**config.mk**
```make
export PLATFORM = sky130hd
export DESIGN_NAME = cafb_top
export DESIGN_NICKNAME = d
export VERILOG_FILES = /design/src/design/cafb_pkg.sv /design/src/design/cafb_top.sv
export SDC_FILE = /design/constraint.sdc
export NUM_CORES = 2
export LEC_CHECK = 0
export ABC_AREA = 1
export BUFFER_PORTS_ARGS = -buffer_cell sky130_fd_sc_hd__buf_2
export CELL_PAD_IN_SITES_DETAIL_PLACEMENT = 1
export CELL_PAD_IN_SITES_GLOBAL_PLACEMENT = 1
export CORE_MARGIN = 2
export CORE_UTILIZATION = 25
export CTS_BUF_LIST = sky130_fd_sc_hd__clkbuf_8
export DETAILED_ROUTE_END_ITERATION = 10
export PLACE_DENSITY = 0.45
export SYNTH_ARGS = -nofsm -noshare
export SYNTH_HDL_FRONTEND = slang
export SYNTH_SLANG_ARGS = --single-unit
```
**constraint.sdc**
```tcl
create_clock -name i_clk -period 4.6 [get_ports i_clk]
set_clock_uncertainty 0.2 [all_clocks]
set_input_delay 0.23 -clock i_clk [delete_from_list [all_inputs] [get_ports i_clk]]
set_output_delay 0.23 -clock i_clk [all_outputs]
set_load 0.02 [all_outputs]
```
**src/design/cafb_pkg.sv**
```systemverilog
// Purpose: shared constants and carriers of the acceptance filter block
// Assumes: AHB-Lite bus with 32-bit data, one register per aligned word
// Notes:   register bytes sit in the low eight bits of each word; FEN and STAT use the low sixteen
package cafb_pkg;

	// sizes of the block
	localparam int unsigned NUM_BUF     = 6;
	localparam int unsigned NUM_FILT    = 16;
	localparam int unsigned NUM_MASK    = 2;
	localparam logic [3:0]  FILT_MODE0  = 4'h6;  // first filter gone in mode 0

	// register byte offsets
	localparam logic [11:0] ADDR_MODE   = 12'h000;
	localparam logic [11:0] ADDR_DIR    = 12'h004;
	localparam logic [11:0] ADDR_FEN    = 12'h008;
	localparam logic [11:0] ADDR_STAT   = 12'h00C;
	localparam logic [11:0] ADDR_TXLEN  = 12'h020;  // six words, stride 4
	localparam logic [11:0] ADDR_FILT   = 12'h100;  // 16 x 4 words
	localparam logic [11:0] ADDR_MASK   = 12'h200;  // 2 x 4 words
	localparam logic [11:0] MASK_TXLEN  = 12'hFE0;
	localparam logic [11:0] MASK_FILT   = 12'hF00;
	localparam logic [11:0] MASK_MASK   = 12'hFE0;

	// byte index inside one filter or mask group
	localparam logic [1:0]  SUB_SIDH    = 2'h0;
	localparam logic [1:0]  SUB_SIDL    = 2'h1;
	localparam logic [1:0]  SUB_EIDH    = 2'h2;
	localparam logic [1:0]  SUB_EIDL    = 2'h3;

	// field positions and masks
	localparam int unsigned TXLEN_RTR_BIT = 6;
	localparam int unsigned SIDL_EXT_BIT  = 3;
	localparam logic [7:0]  SIDL_KEEP     = 8'hEB;  // bits 4 and 2 absent
	localparam logic [7:0]  SIDL_KEEP_MSK = 8'hE3;  // bit 3 kept apart
	localparam logic [3:0]  DLC_MAX       = 4'h8;

	// mode codes
	localparam logic [1:0]  MODE_LEGACY   = 2'h0;
	localparam logic [1:0]  MODE_LAST     = 2'h2;

	// values after reset
	localparam logic [1:0]  MODE_RST      = 2'h0;
	localparam logic [5:0]  DIR_RST       = 6'h00;
	localparam logic [15:0] FEN_RST       = 16'h103F;

	// decoded register kinds
	localparam logic [2:0]  K_NONE  = 3'h0;
	localparam logic [2:0]  K_MODE  = 3'h1;
	localparam logic [2:0]  K_DIR   = 3'h2;
	localparam logic [2:0]  K_FEN   = 3'h3;
	localparam logic [2:0]  K_STAT  = 3'h4;
	localparam logic [2:0]  K_TXLEN = 3'h5;
	localparam logic [2:0]  K_FILT  = 3'h6;
	localparam logic [2:0]  K_MASK  = 3'h7;

	typedef struct packed {
		logic [2:0] kind;
		logic [3:0] idx;
		logic [1:0] sub;
	} cafb_dec_t;

	typedef struct packed {
		logic        hsel;
		logic [31:0] haddr;
		logic [1:0]  htrans;
		logic        hwrite;
		logic [2:0]  hsize;
		logic [31:0] hwdata;
		logic        hready;
	} cafb_ahb_req_t;

	typedef struct packed {
		logic [31:0] hrdata;
		logic        hreadyout;
		logic        hresp;
	} cafb_ahb_rsp_t;

	// frame identifier from the protocol engine
	typedef struct packed {
		logic        valid;
		logic        ext;
		logic [28:0] id;
	} cafb_rx_t;

	typedef struct packed {
		logic       valid;
		logic       hit;
		logic [3:0] idx;
	} cafb_acc_t;

	// per-buffer transmit setup towards the protocol engine
	typedef struct packed {
		logic [5:0]  dir;
		logic [5:0]  rtr;
		logic [23:0] bytes;
	} cafb_tx_t;

endpackage // cafb_pkg

```
**src/design/cafb_top.sv**
```systemverilog
// Purpose: buffer setup registers and acceptance filters behind AHB-Lite
// Assumes: frame identifiers arrive on the same clock as the bus
// Notes:   reads take one wait state, writes none
//
// Notes on behaviour
// - transmit buffer remote-request bit sets the frame's RTR bit
// - length code 0 to 8 gives byte count; 9 to 15 reserved
// - length register bits 7, 5, 4 read zero
// - length register exists only in modes 1 and 2
// - direction bits 7..2 pick buffers 5..0, 1 transmit; bits 1..0 zero
// - direction register only in modes 1, 2; resets to all receive
// - sixteen filters; filters 6 to 15 only in modes 1 and 2
// - filter high byte holds identifier bits 10..3 or 28..21
// - filter low byte: bits 7..5, ext-select, 1..0; bits 4, 2 zero
// - filter ext-select picks extended-only or standard-only frames
// - filter extended bytes 15..8 and 7..0; high filters modes 1, 2
// - two masks; high byte covers bits 10..3 or 28..21
// - mask low byte like filter low byte; bits 4, 2 zero
// - mask extended bytes cover bits 15..8 and 7..0
// - mask ext-select restricts frame type, cleared accepts both
// - mask ext-select only in modes 1, 2, resets zero, else reads zero
// - each filter has its own enable bit
module cafb_top
(
	input  wire logic                    i_clk,
	input  wire logic                    i_nrst,
	input  wire cafb_pkg::cafb_ahb_req_t i_bus,
	output      cafb_pkg::cafb_ahb_rsp_t o_bus,
	input  wire cafb_pkg::cafb_rx_t      i_rx,
	output      cafb_pkg::cafb_acc_t     o_acc,
	output      cafb_pkg::cafb_tx_t      o_tx
);

	typedef struct packed {
		logic [1:0]          mode;
		logic [5:0]          dir;
		logic [15:0]         fen;
		logic [5:0]          rtr;
		logic [23:0]         dlc;
		logic [1:0]          mext;
		logic                ap_vld;
		logic                ap_wr;
		logic [11:0]         ap_addr;
		logic [31:0]         hrdata;
		logic                hready;
		logic [7:0]          hits;
		cafb_pkg::cafb_acc_t acc;
		cafb_pkg::cafb_tx_t  tx;
	} cafb_state_t;

	cafb_state_t         st_r;
	cafb_state_t         st_nxt;
	logic [7:0]          filt_mem [cafb_pkg::NUM_FILT][4];
	logic [7:0]          mask_mem [cafb_pkg::NUM_MASK][4];
	logic                mem_we_f;
	logic                mem_we_m;
	logic [3:0]          mem_idx;
	logic [1:0]          mem_sub;
	logic [7:0]          mem_byte;
	cafb_pkg::cafb_dec_t dcur;
	logic                take;

	// address decode shared by read and write paths
	function automatic cafb_pkg::cafb_dec_t dec(input logic [11:0] a);
		cafb_pkg::cafb_dec_t d;
		d      = '0;
		d.idx  = a[7:4];
		d.sub  = a[3:2];
		if (a == cafb_pkg::ADDR_MODE)
			d.kind = cafb_pkg::K_MODE;
		else if (a == cafb_pkg::ADDR_DIR)
			d.kind = cafb_pkg::K_DIR;
		else if (a == cafb_pkg::ADDR_FEN)
			d.kind = cafb_pkg::K_FEN;
		else if (a == cafb_pkg::ADDR_STAT)
			d.kind = cafb_pkg::K_STAT;
		else if ((a & cafb_pkg::MASK_TXLEN) == cafb_pkg::ADDR_TXLEN
			&& a[4:2] < 3'(cafb_pkg::NUM_BUF) && a[1:0] == 2'h0)
		begin
			d.kind = cafb_pkg::K_TXLEN;
			d.idx  = {1'b0, a[4:2]};
		end
		else if ((a & cafb_pkg::MASK_FILT) == cafb_pkg::ADDR_FILT
			&& a[1:0] == 2'h0)
			d.kind = cafb_pkg::K_FILT;
		else if ((a & cafb_pkg::MASK_MASK) == cafb_pkg::ADDR_MASK
			&& a[1:0] == 2'h0)
		begin
			d.kind = cafb_pkg::K_MASK;
			d.idx  = {3'h0, a[4]};
		end
		return d;
	endfunction

	// four stored bytes to a 29-bit identifier pattern
	function automatic logic [28:0] id29(input logic [7:0] hi,
		input logic [7:0] lo, input logic [7:0] eh, input logic [7:0] el);
		return {hi, lo[7:5], lo[1:0], eh, el};
	endfunction

	// one filter against one frame under one mask
	function automatic logic filt_hit(input logic [28:0] fid,
		input logic fext, input logic [28:0] mid, input logic mext,
		input logic [1:0] mode, input cafb_pkg::cafb_rx_t rx);
		logic type_ok;
		logic id_ok;
		type_ok = 1'b1;
		// mode 0 always checks the type; software keeps ext-select right
		if (mode == cafb_pkg::MODE_LEGACY || mext)
			type_ok = (fext == rx.ext);
		if (rx.ext)
			id_ok = ((fid ^ rx.id) & mid) == 29'h0;
		else
			id_ok = ((fid[28:18] ^ rx.id[10:0]) & mid[28:18]) == 11'h0;
		return type_ok & id_ok;
	endfunction

	// mask 0 serves filters 0 and 1, mask 1 the rest
	function automatic logic mask_of(input logic [3:0] f);
		return f > 4'h1;
	endfunction

	assign dcur = dec(st_r.ap_addr);
	assign take = i_bus.hsel & i_bus.htrans[1] & i_bus.hready;

	// next state: bus slave, register updates, acceptance
	always_comb
	begin
		logic        legacy;
		logic [31:0] rd;
		logic [7:0]  wb;
		logic [28:0] fid;
		logic [28:0] mid;
		logic        mx;
		logic        any;
		logic [3:0]  first;
		logic [3:0]  d4;
		legacy   = st_r.mode == cafb_pkg::MODE_LEGACY;
		rd       = 32'h0;
		wb       = i_bus.hwdata[7:0];
		fid      = '0;
		mid      = '0;
		mx       = 1'b0;
		any      = 1'b0;
		first    = 4'h0;
		d4       = 4'h0;
		st_nxt   = st_r;
		mem_we_f = 1'b0;
		mem_we_m = 1'b0;
		mem_idx  = dcur.idx;
		mem_sub  = dcur.sub;
		mem_byte = wb;

		// read mux, unmapped words read zero
		unique case (dcur.kind)
			cafb_pkg::K_MODE:  rd = {30'h0, st_r.mode};
			cafb_pkg::K_DIR:   rd = legacy ? 32'h0
				: {24'h0, st_r.dir, 2'h0};
			cafb_pkg::K_FEN:   rd = {16'h0, st_r.fen};
			cafb_pkg::K_STAT:  rd = {16'h0, st_r.hits, 3'h0,
				st_r.acc.hit, st_r.acc.idx};
			cafb_pkg::K_TXLEN: rd = legacy ? 32'h0
				: {24'h0, 1'b0, st_r.rtr[dcur.idx[2:0]], 2'h0,
				st_r.dlc[dcur.idx[2:0]*4 +: 4]};
			cafb_pkg::K_FILT:  rd = (legacy && dcur.idx >= cafb_pkg::FILT_MODE0)
				? 32'h0 : {24'h0, filt_mem[dcur.idx][dcur.sub]};
			cafb_pkg::K_MASK:
			begin
				rd = {24'h0, mask_mem[dcur.idx[0]][dcur.sub]};
				if (dcur.sub == cafb_pkg::SUB_SIDL)
					rd[cafb_pkg::SIDL_EXT_BIT] = ~legacy
						& st_r.mext[dcur.idx[0]];
			end
			default:           rd = 32'h0;
		endcase

		// address phase, read wait state, write data phase
		if (st_r.hready)
		begin
			st_nxt.ap_vld  = take;
			st_nxt.ap_wr   = i_bus.hwrite;
			st_nxt.ap_addr = i_bus.haddr[11:0];
			st_nxt.hready  = !(take && !i_bus.hwrite);
		end
		else
		begin
			st_nxt.hready = 1'b1;
			st_nxt.hrdata = rd;
		end

		// register writes at the end of the data phase
		if (st_r.ap_vld && st_r.ap_wr && st_r.hready)
		begin
			unique case (dcur.kind)
				cafb_pkg::K_MODE:
					if (wb[1:0] <= cafb_pkg::MODE_LAST)
						st_nxt.mode = wb[1:0];
				cafb_pkg::K_DIR:
					if (!legacy)
						st_nxt.dir = wb[7:2];
				cafb_pkg::K_FEN:
					st_nxt.fen = i_bus.hwdata[15:0];
				cafb_pkg::K_TXLEN:
					if (!legacy)
					begin
						st_nxt.rtr[dcur.idx[2:0]] =
							wb[cafb_pkg::TXLEN_RTR_BIT];
						st_nxt.dlc[dcur.idx[2:0]*4 +: 4] = wb[3:0];
					end
				cafb_pkg::K_FILT:
				begin
					mem_we_f = !(legacy
						&& dcur.idx >= cafb_pkg::FILT_MODE0);
					if (dcur.sub == cafb_pkg::SUB_SIDL)
						mem_byte = wb & cafb_pkg::SIDL_KEEP;
				end
				cafb_pkg::K_MASK:
				begin
					mem_we_m = 1'b1;
					if (dcur.sub == cafb_pkg::SUB_SIDL)
					begin
						mem_byte = wb & cafb_pkg::SIDL_KEEP_MSK;
						if (!legacy)
							st_nxt.mext[dcur.idx[0]] =
								wb[cafb_pkg::SIDL_EXT_BIT];
					end
				end
				default: ;
			endcase
		end

		// acceptance: lowest-numbered enabled filter that matches wins
		for (int i = cafb_pkg::NUM_FILT - 1; i >= 0; i--)
		begin
			fid = id29(filt_mem[i][0], filt_mem[i][1],
				filt_mem[i][2], filt_mem[i][3]);
			mx  = mask_of(4'(i));
			mid = id29(mask_mem[mx][0], mask_mem[mx][1],
				mask_mem[mx][2], mask_mem[mx][3]);
			if (st_r.fen[i]
				&& (4'(i) < cafb_pkg::FILT_MODE0 || !legacy)
				&& filt_hit(fid, filt_mem[i][1][cafb_pkg::SIDL_EXT_BIT],
				mid, st_r.mext[mx], st_r.mode, i_rx))
			begin
				any   = 1'b1;
				first = 4'(i);
			end
		end
		st_nxt.acc.valid = i_rx.valid;
		st_nxt.acc.hit   = i_rx.valid & any;
		if (i_rx.valid)
			st_nxt.acc.idx = first;
		if (i_rx.valid && any)
			st_nxt.hits = st_r.hits + 8'h01;

		// transmit setup seen by the protocol engine
		st_nxt.tx.dir = legacy ? 6'h00 : st_r.dir;
		st_nxt.tx.rtr = legacy ? 6'h00 : st_r.rtr & st_r.dir;
		for (int b = 0; b < cafb_pkg::NUM_BUF; b++)
		begin
			d4 = st_r.dlc[b*4 +: 4];
			st_nxt.tx.bytes[b*4 +: 4] = (d4 > cafb_pkg::DLC_MAX)
				? cafb_pkg::DLC_MAX : d4;
		end
	end

	// control state register
	always_ff @(posedge i_clk or negedge i_nrst)
	begin
		if (!i_nrst)
		begin
			st_r        <= '0;
			st_r.mode   <= cafb_pkg::MODE_RST;
			st_r.dir    <= cafb_pkg::DIR_RST;
			st_r.fen    <= cafb_pkg::FEN_RST;
			st_r.hready <= 1'b1;
		end
		else
			st_r <= st_nxt;
	end

	// identifier storage, no reset on purpose
	always_ff @(posedge i_clk)
	begin
		if (mem_we_f)
			filt_mem[mem_idx][mem_sub] <= mem_byte;
		if (mem_we_m)
			mask_mem[mem_idx[0]][mem_sub] <= mem_byte;
	end

	// outputs straight from the state register, hresp tied low
	assign o_bus.hrdata    = st_r.hrdata;
	assign o_bus.hreadyout = st_r.hready;
	assign o_bus.hresp     = 1'b0;
	assign o_acc           = st_r.acc;
	assign o_tx            = st_r.tx;

	// helpers for the checks
	logic        rd_fin;
	logic [3:0]  dlc0;
	logic [28:0] mask0_id;
	assign rd_fin   = st_r.ap_vld & ~st_r.ap_wr & ~st_r.hready;
	assign dlc0     = st_r.dlc[3:0];
	assign mask0_id = id29(mask_mem[0][0], mask_mem[0][1],
		mask_mem[0][2], mask_mem[0][3]);
endmodule // cafb_top

```
==> flow_metrics.tcl <==
set metrics [dict create \
    status "finished clean" \
    p_switching_mw 4.70 \
    synth_mux_area_share_pct 0.223 \
    gr-total-overflow 0 \
    htree_levels 4 \
    clk_pin_slew_ns 0.06 \
    grt_util_all_layers_pct 28.3 \
    dp_cells 7041 \
    cap_violations 0 \
    rows 147 \
    drc 0 \
    grt_first_pass_wirelength_um 321000 \
    first_global_vias 38505 \
    final_cell_count_no_fill 7371 \
    synth_async_sr_flop_share_pct 19.3 \
    startpoint_type "flop" \
    timing.fmax_ghz 0.222 \
    synth-edff-count 574 \
    cp_data_arrival_time_ns 5.17 \
    synth_ff_type "edfxtp_1" \
    syn_area_per_cell_um2 8.34 \
    clk_path_buf_depth 3 \
    power.leakage_nw 19.2 \
    period_share_pct 98.1 \
    ys_types 60 \
    comb_power_share_pct 12.0 \
    power.total_mw 15.6 \
    grt_max_degree 84 \
    final.min_clock_period_ns 4.51 \
    cts.sinks 711 \
    ys_seq_area_share_pct 51.3 \
    tns_ns 0 \
    die_area_mm2 0.165 \
    cts_setup_buffers 0 \
    p_sw_share_pct 30.2 \
    p_per_area_mw_per_mm2 327 \
    critical-path-max-stage-delay_ns 0.80 \
    synth_compound_area_share_pct 17.2 \
    core_area_mm2 0.160 \
    clk_latency_ns 0.92 \
    peakVddDrop_mv 0.290 \
    ys_seq_elements 711 \
    drive_gt1_share_pct 12.8 \
    final_nets 5202 \
    synth_xor_area_share_pct 1.19 \
    drt_first_pass_iters 6 \
    antenna_found_initial 12 \
    drt_wl_total_um 235000 \
    fin_util_pct 29.7 \
    area_growth_pct 18.2 \
    intPower_mw 10.9 \
    via_per_inst 5.27 \
    drtIter0Drc 3855 \
    cp-end-kind "flop" \
    worstMarginPinSlew_ns 1.16 \
    finalHoldViolCount 0 \
    wire_per_inst_um 31.9 \
    dpl.hpwl_um 174000 \
    cpMostUsedCell "nand2_1" \
    path_class "flop to flop" \
    hold_ws_ns 0.0825 \
    ant_nets 0 \
    synth_warnings 0 \
    worstPathMaxFanout 24 \
    clkPwrFrac_pct 42.9 \
    drv_slew 0 \
    cpMaxStageDelayCell "o221ai_1" \
    routabilityCongestion 0.971 \
    cts_tree "yes" \
    p_seq_share_pct 45.1 \
    synthAdderAreaFrac_pct 0.186 \
    cp.required_ns 5.26 \
    cts_root_buf "clkbuf_8" \
    grt_setup_unrepaired "false" \
    chipWidth_um 406 \
    relSlewSlack_pct 21.9 \
    synth_top_family_by_area "simple AND/OR/NAND/NOR gates" \
    synthesis.area_mm2 0.0403 \
    num_vias 38839 \
    synthSimpleGateAreaFrac_pct 21.8 \
    setup_viol 0 \
    path_cells "nor2_2 > nand2_1 > nor2_1 > nand2_1 > o21ai_4 > buf_12 > buf_4 > nor2_1 > o21ai_0 > nand4_1 > o221ai_1 > nand3_1 > o21ai_1 > nand2_1 > nand2_1" \
    min_path_type "primary input to flop" \
    die_h_um 406 \
    synth_cells 4835 \
    io_pins 181 \
    start_util_pct 25.1 \
    port_buffers 123 \
    cts_buffers 147 \
]
[layout make-up]
type / instances / area, µm²
Multi-Input combinational cell: 3402 / 16500
Clock buffer: 160 / 2200
Fill cell: 19043 / 113000
Timing Repair Buffer: 466 / 3650
Inverter: 363 / 1370
Sequential cell: 711 / 20700
Clock inverter: 98 / 569
Antenna cell: 11 / 27.5
Tap cell: 2160 / 2700
[routing by layer]
metal  share of wire (%)  GRT usage (%)  vias up
met5               0.039              0        -
met2                  45           44.9     1412
met4                 4.3           11.2       14
met1                  44           38.3    19788
met3                 6.1           4.66      361
li1                    -              -    17264
[metrics by stage]
stage               setup slack [ns]  instance area, µm²
global route                0.000334               47700
global placement               0.134               44200
detailed placement            0.0987               44200
CTS                           0.0760               47600
floorplan                      0.633               40400
finish                        0.0854               47700
[power by group through the flow]
stage / clock network (mW) / logic (mW) / registers [mW]
after floorplan: 0 / 0.869 / 7.15
after CTS: 6.88 / 1.84 / 7.04
after global routing: 7.14 / 1.96 / 7.04
after detailed placement: 0 / 1.80 / 7.16
after global placement: 0 / 1.79 / 7.16
final: 6.69 / 1.87 / 7.04
[worst max-delay path: cells and delay by family (launching register included)]
family / cells / cell delay [ns]
compound gates: 4 / 1.97
simple gates: 9 / 1.19
buf+inv: 2 / 0.62
flops: 1 / 0.39
[placed cells by master, fill, tap and decap left out, drive strengths merged, types with 8 or more instances in the layout]
cell,instances
dlygate4sd3,60
buf,406
dfstp,8
o22ai,57
xor2,23
clkinv,46
edfxtp,574
conb,17
nand3b,14
nor3,35
or2,24
a221oi,16
clkbuf,160
nor4,31
nor2,375
nand2,1183
a31oi,30
nand4,78
a22o,14
a21oi,405
inv,411
dfrtp,129
mux2,8
xnor2,32
o221ai,57
o21ai,540
nand3,345
o2111ai,21
diode,11
o211ai,43
[worst paths after layout]
kind	depth (start not counted)	start	to	slack, ns
worst min-delay path	5	i_rx[30]	o_acc[1]$_DFFE_PN0P_	0.08
max in group asynchronous	4	i_nrst	st_r[141]$_DFFE_PN1P_	3.41
worst max register to register	15	st_r[93]$_DFFE_PN0P_	o_bus[3]$_DFFE_PN0N_	0.09
worst max-delay path	15	st_r[93]$_DFFE_PN0P_	o_bus[3]$_DFFE_PN0N_	0.09
worst min register to register	2	o_bus[6]$_DFFE_PN0N_	o_bus[6]$_DFFE_PN0N_	0.29
min in group asynchronous	4	i_nrst	o_tx[20]$_DFF_PN0_	0.27
[synth_stat cells (all sizes together) (6+ instances only)]
| master | number | area share, % |
|---|---|---|
| nor4 | 31 | 0.52 |
| o21a | 6 | 0.11 |
| dfstp | 8 | 0.52 |
| clkinv | 9 | 0.084 |
| nand3 | 345 | 4.3 |
| o31ai | 6 | 0.11 |
| edfxtp | 574 | 43 |
| xor2 | 23 | 0.50 |
| nor3 | 35 | 0.46 |
| inv | 354 | 3.3 |
| clkbuf | 134 | 1.2 |
| or2 | 24 | 0.37 |
| nand2 | 1183 | 11 |
| nand3b | 14 | 0.26 |
| nand4 | 78 | 1.2 |
| o221ai | 57 | 1.2 |
| a221oi | 16 | 0.36 |
| dfrtp | 129 | 8.0 |
| o22ai | 57 | 0.88 |
| o2111ai | 21 | 0.46 |
| mux2 | 8 | 0.22 |
| o211ai | 43 | 0.80 |
| a22o | 14 | 0.30 |
| o21ai | 540 | 6.7 |
| ha | 6 | 0.19 |
| a31oi | 30 | 0.47 |
| nor2 | 375 | 3.5 |
| xnor2 | 32 | 0.70 |
| a21oi | 405 | 5.0 |
| buf | 241 | 3.5 |
[sequential cells by signal, indices dropped and copies added, names as in the netlist]
| signal | flops |
|---|---|
| o_acc | 6 |
| dlc0 | 4 |
| o_tx | 36 |
| filt_mem | 512 |
| dcur | 2 |
| st_r | 72 |
| o_bus | 17 |
| mask_mem | 62 |
[repair_timing]
item	in CTS	in global routing
endpoints found under the setup margin	0	0
hold endpoints to repair	522	0
hold buffers	61	0
resized for setup	0	0
[cells by family after synthesis]
group                    count (synthesis)
AO/OA/AOI/OAI                         1226
XOR/XNOR                                55
adder cells (fa/ha/maj)                  6
buffers and inverters                  738
flip-flops                             711
multiplexers                             8
other                                    1
AND/OR/NAND/NOR                       2090
No activity file was read; power rests on OpenSTA's default activity.
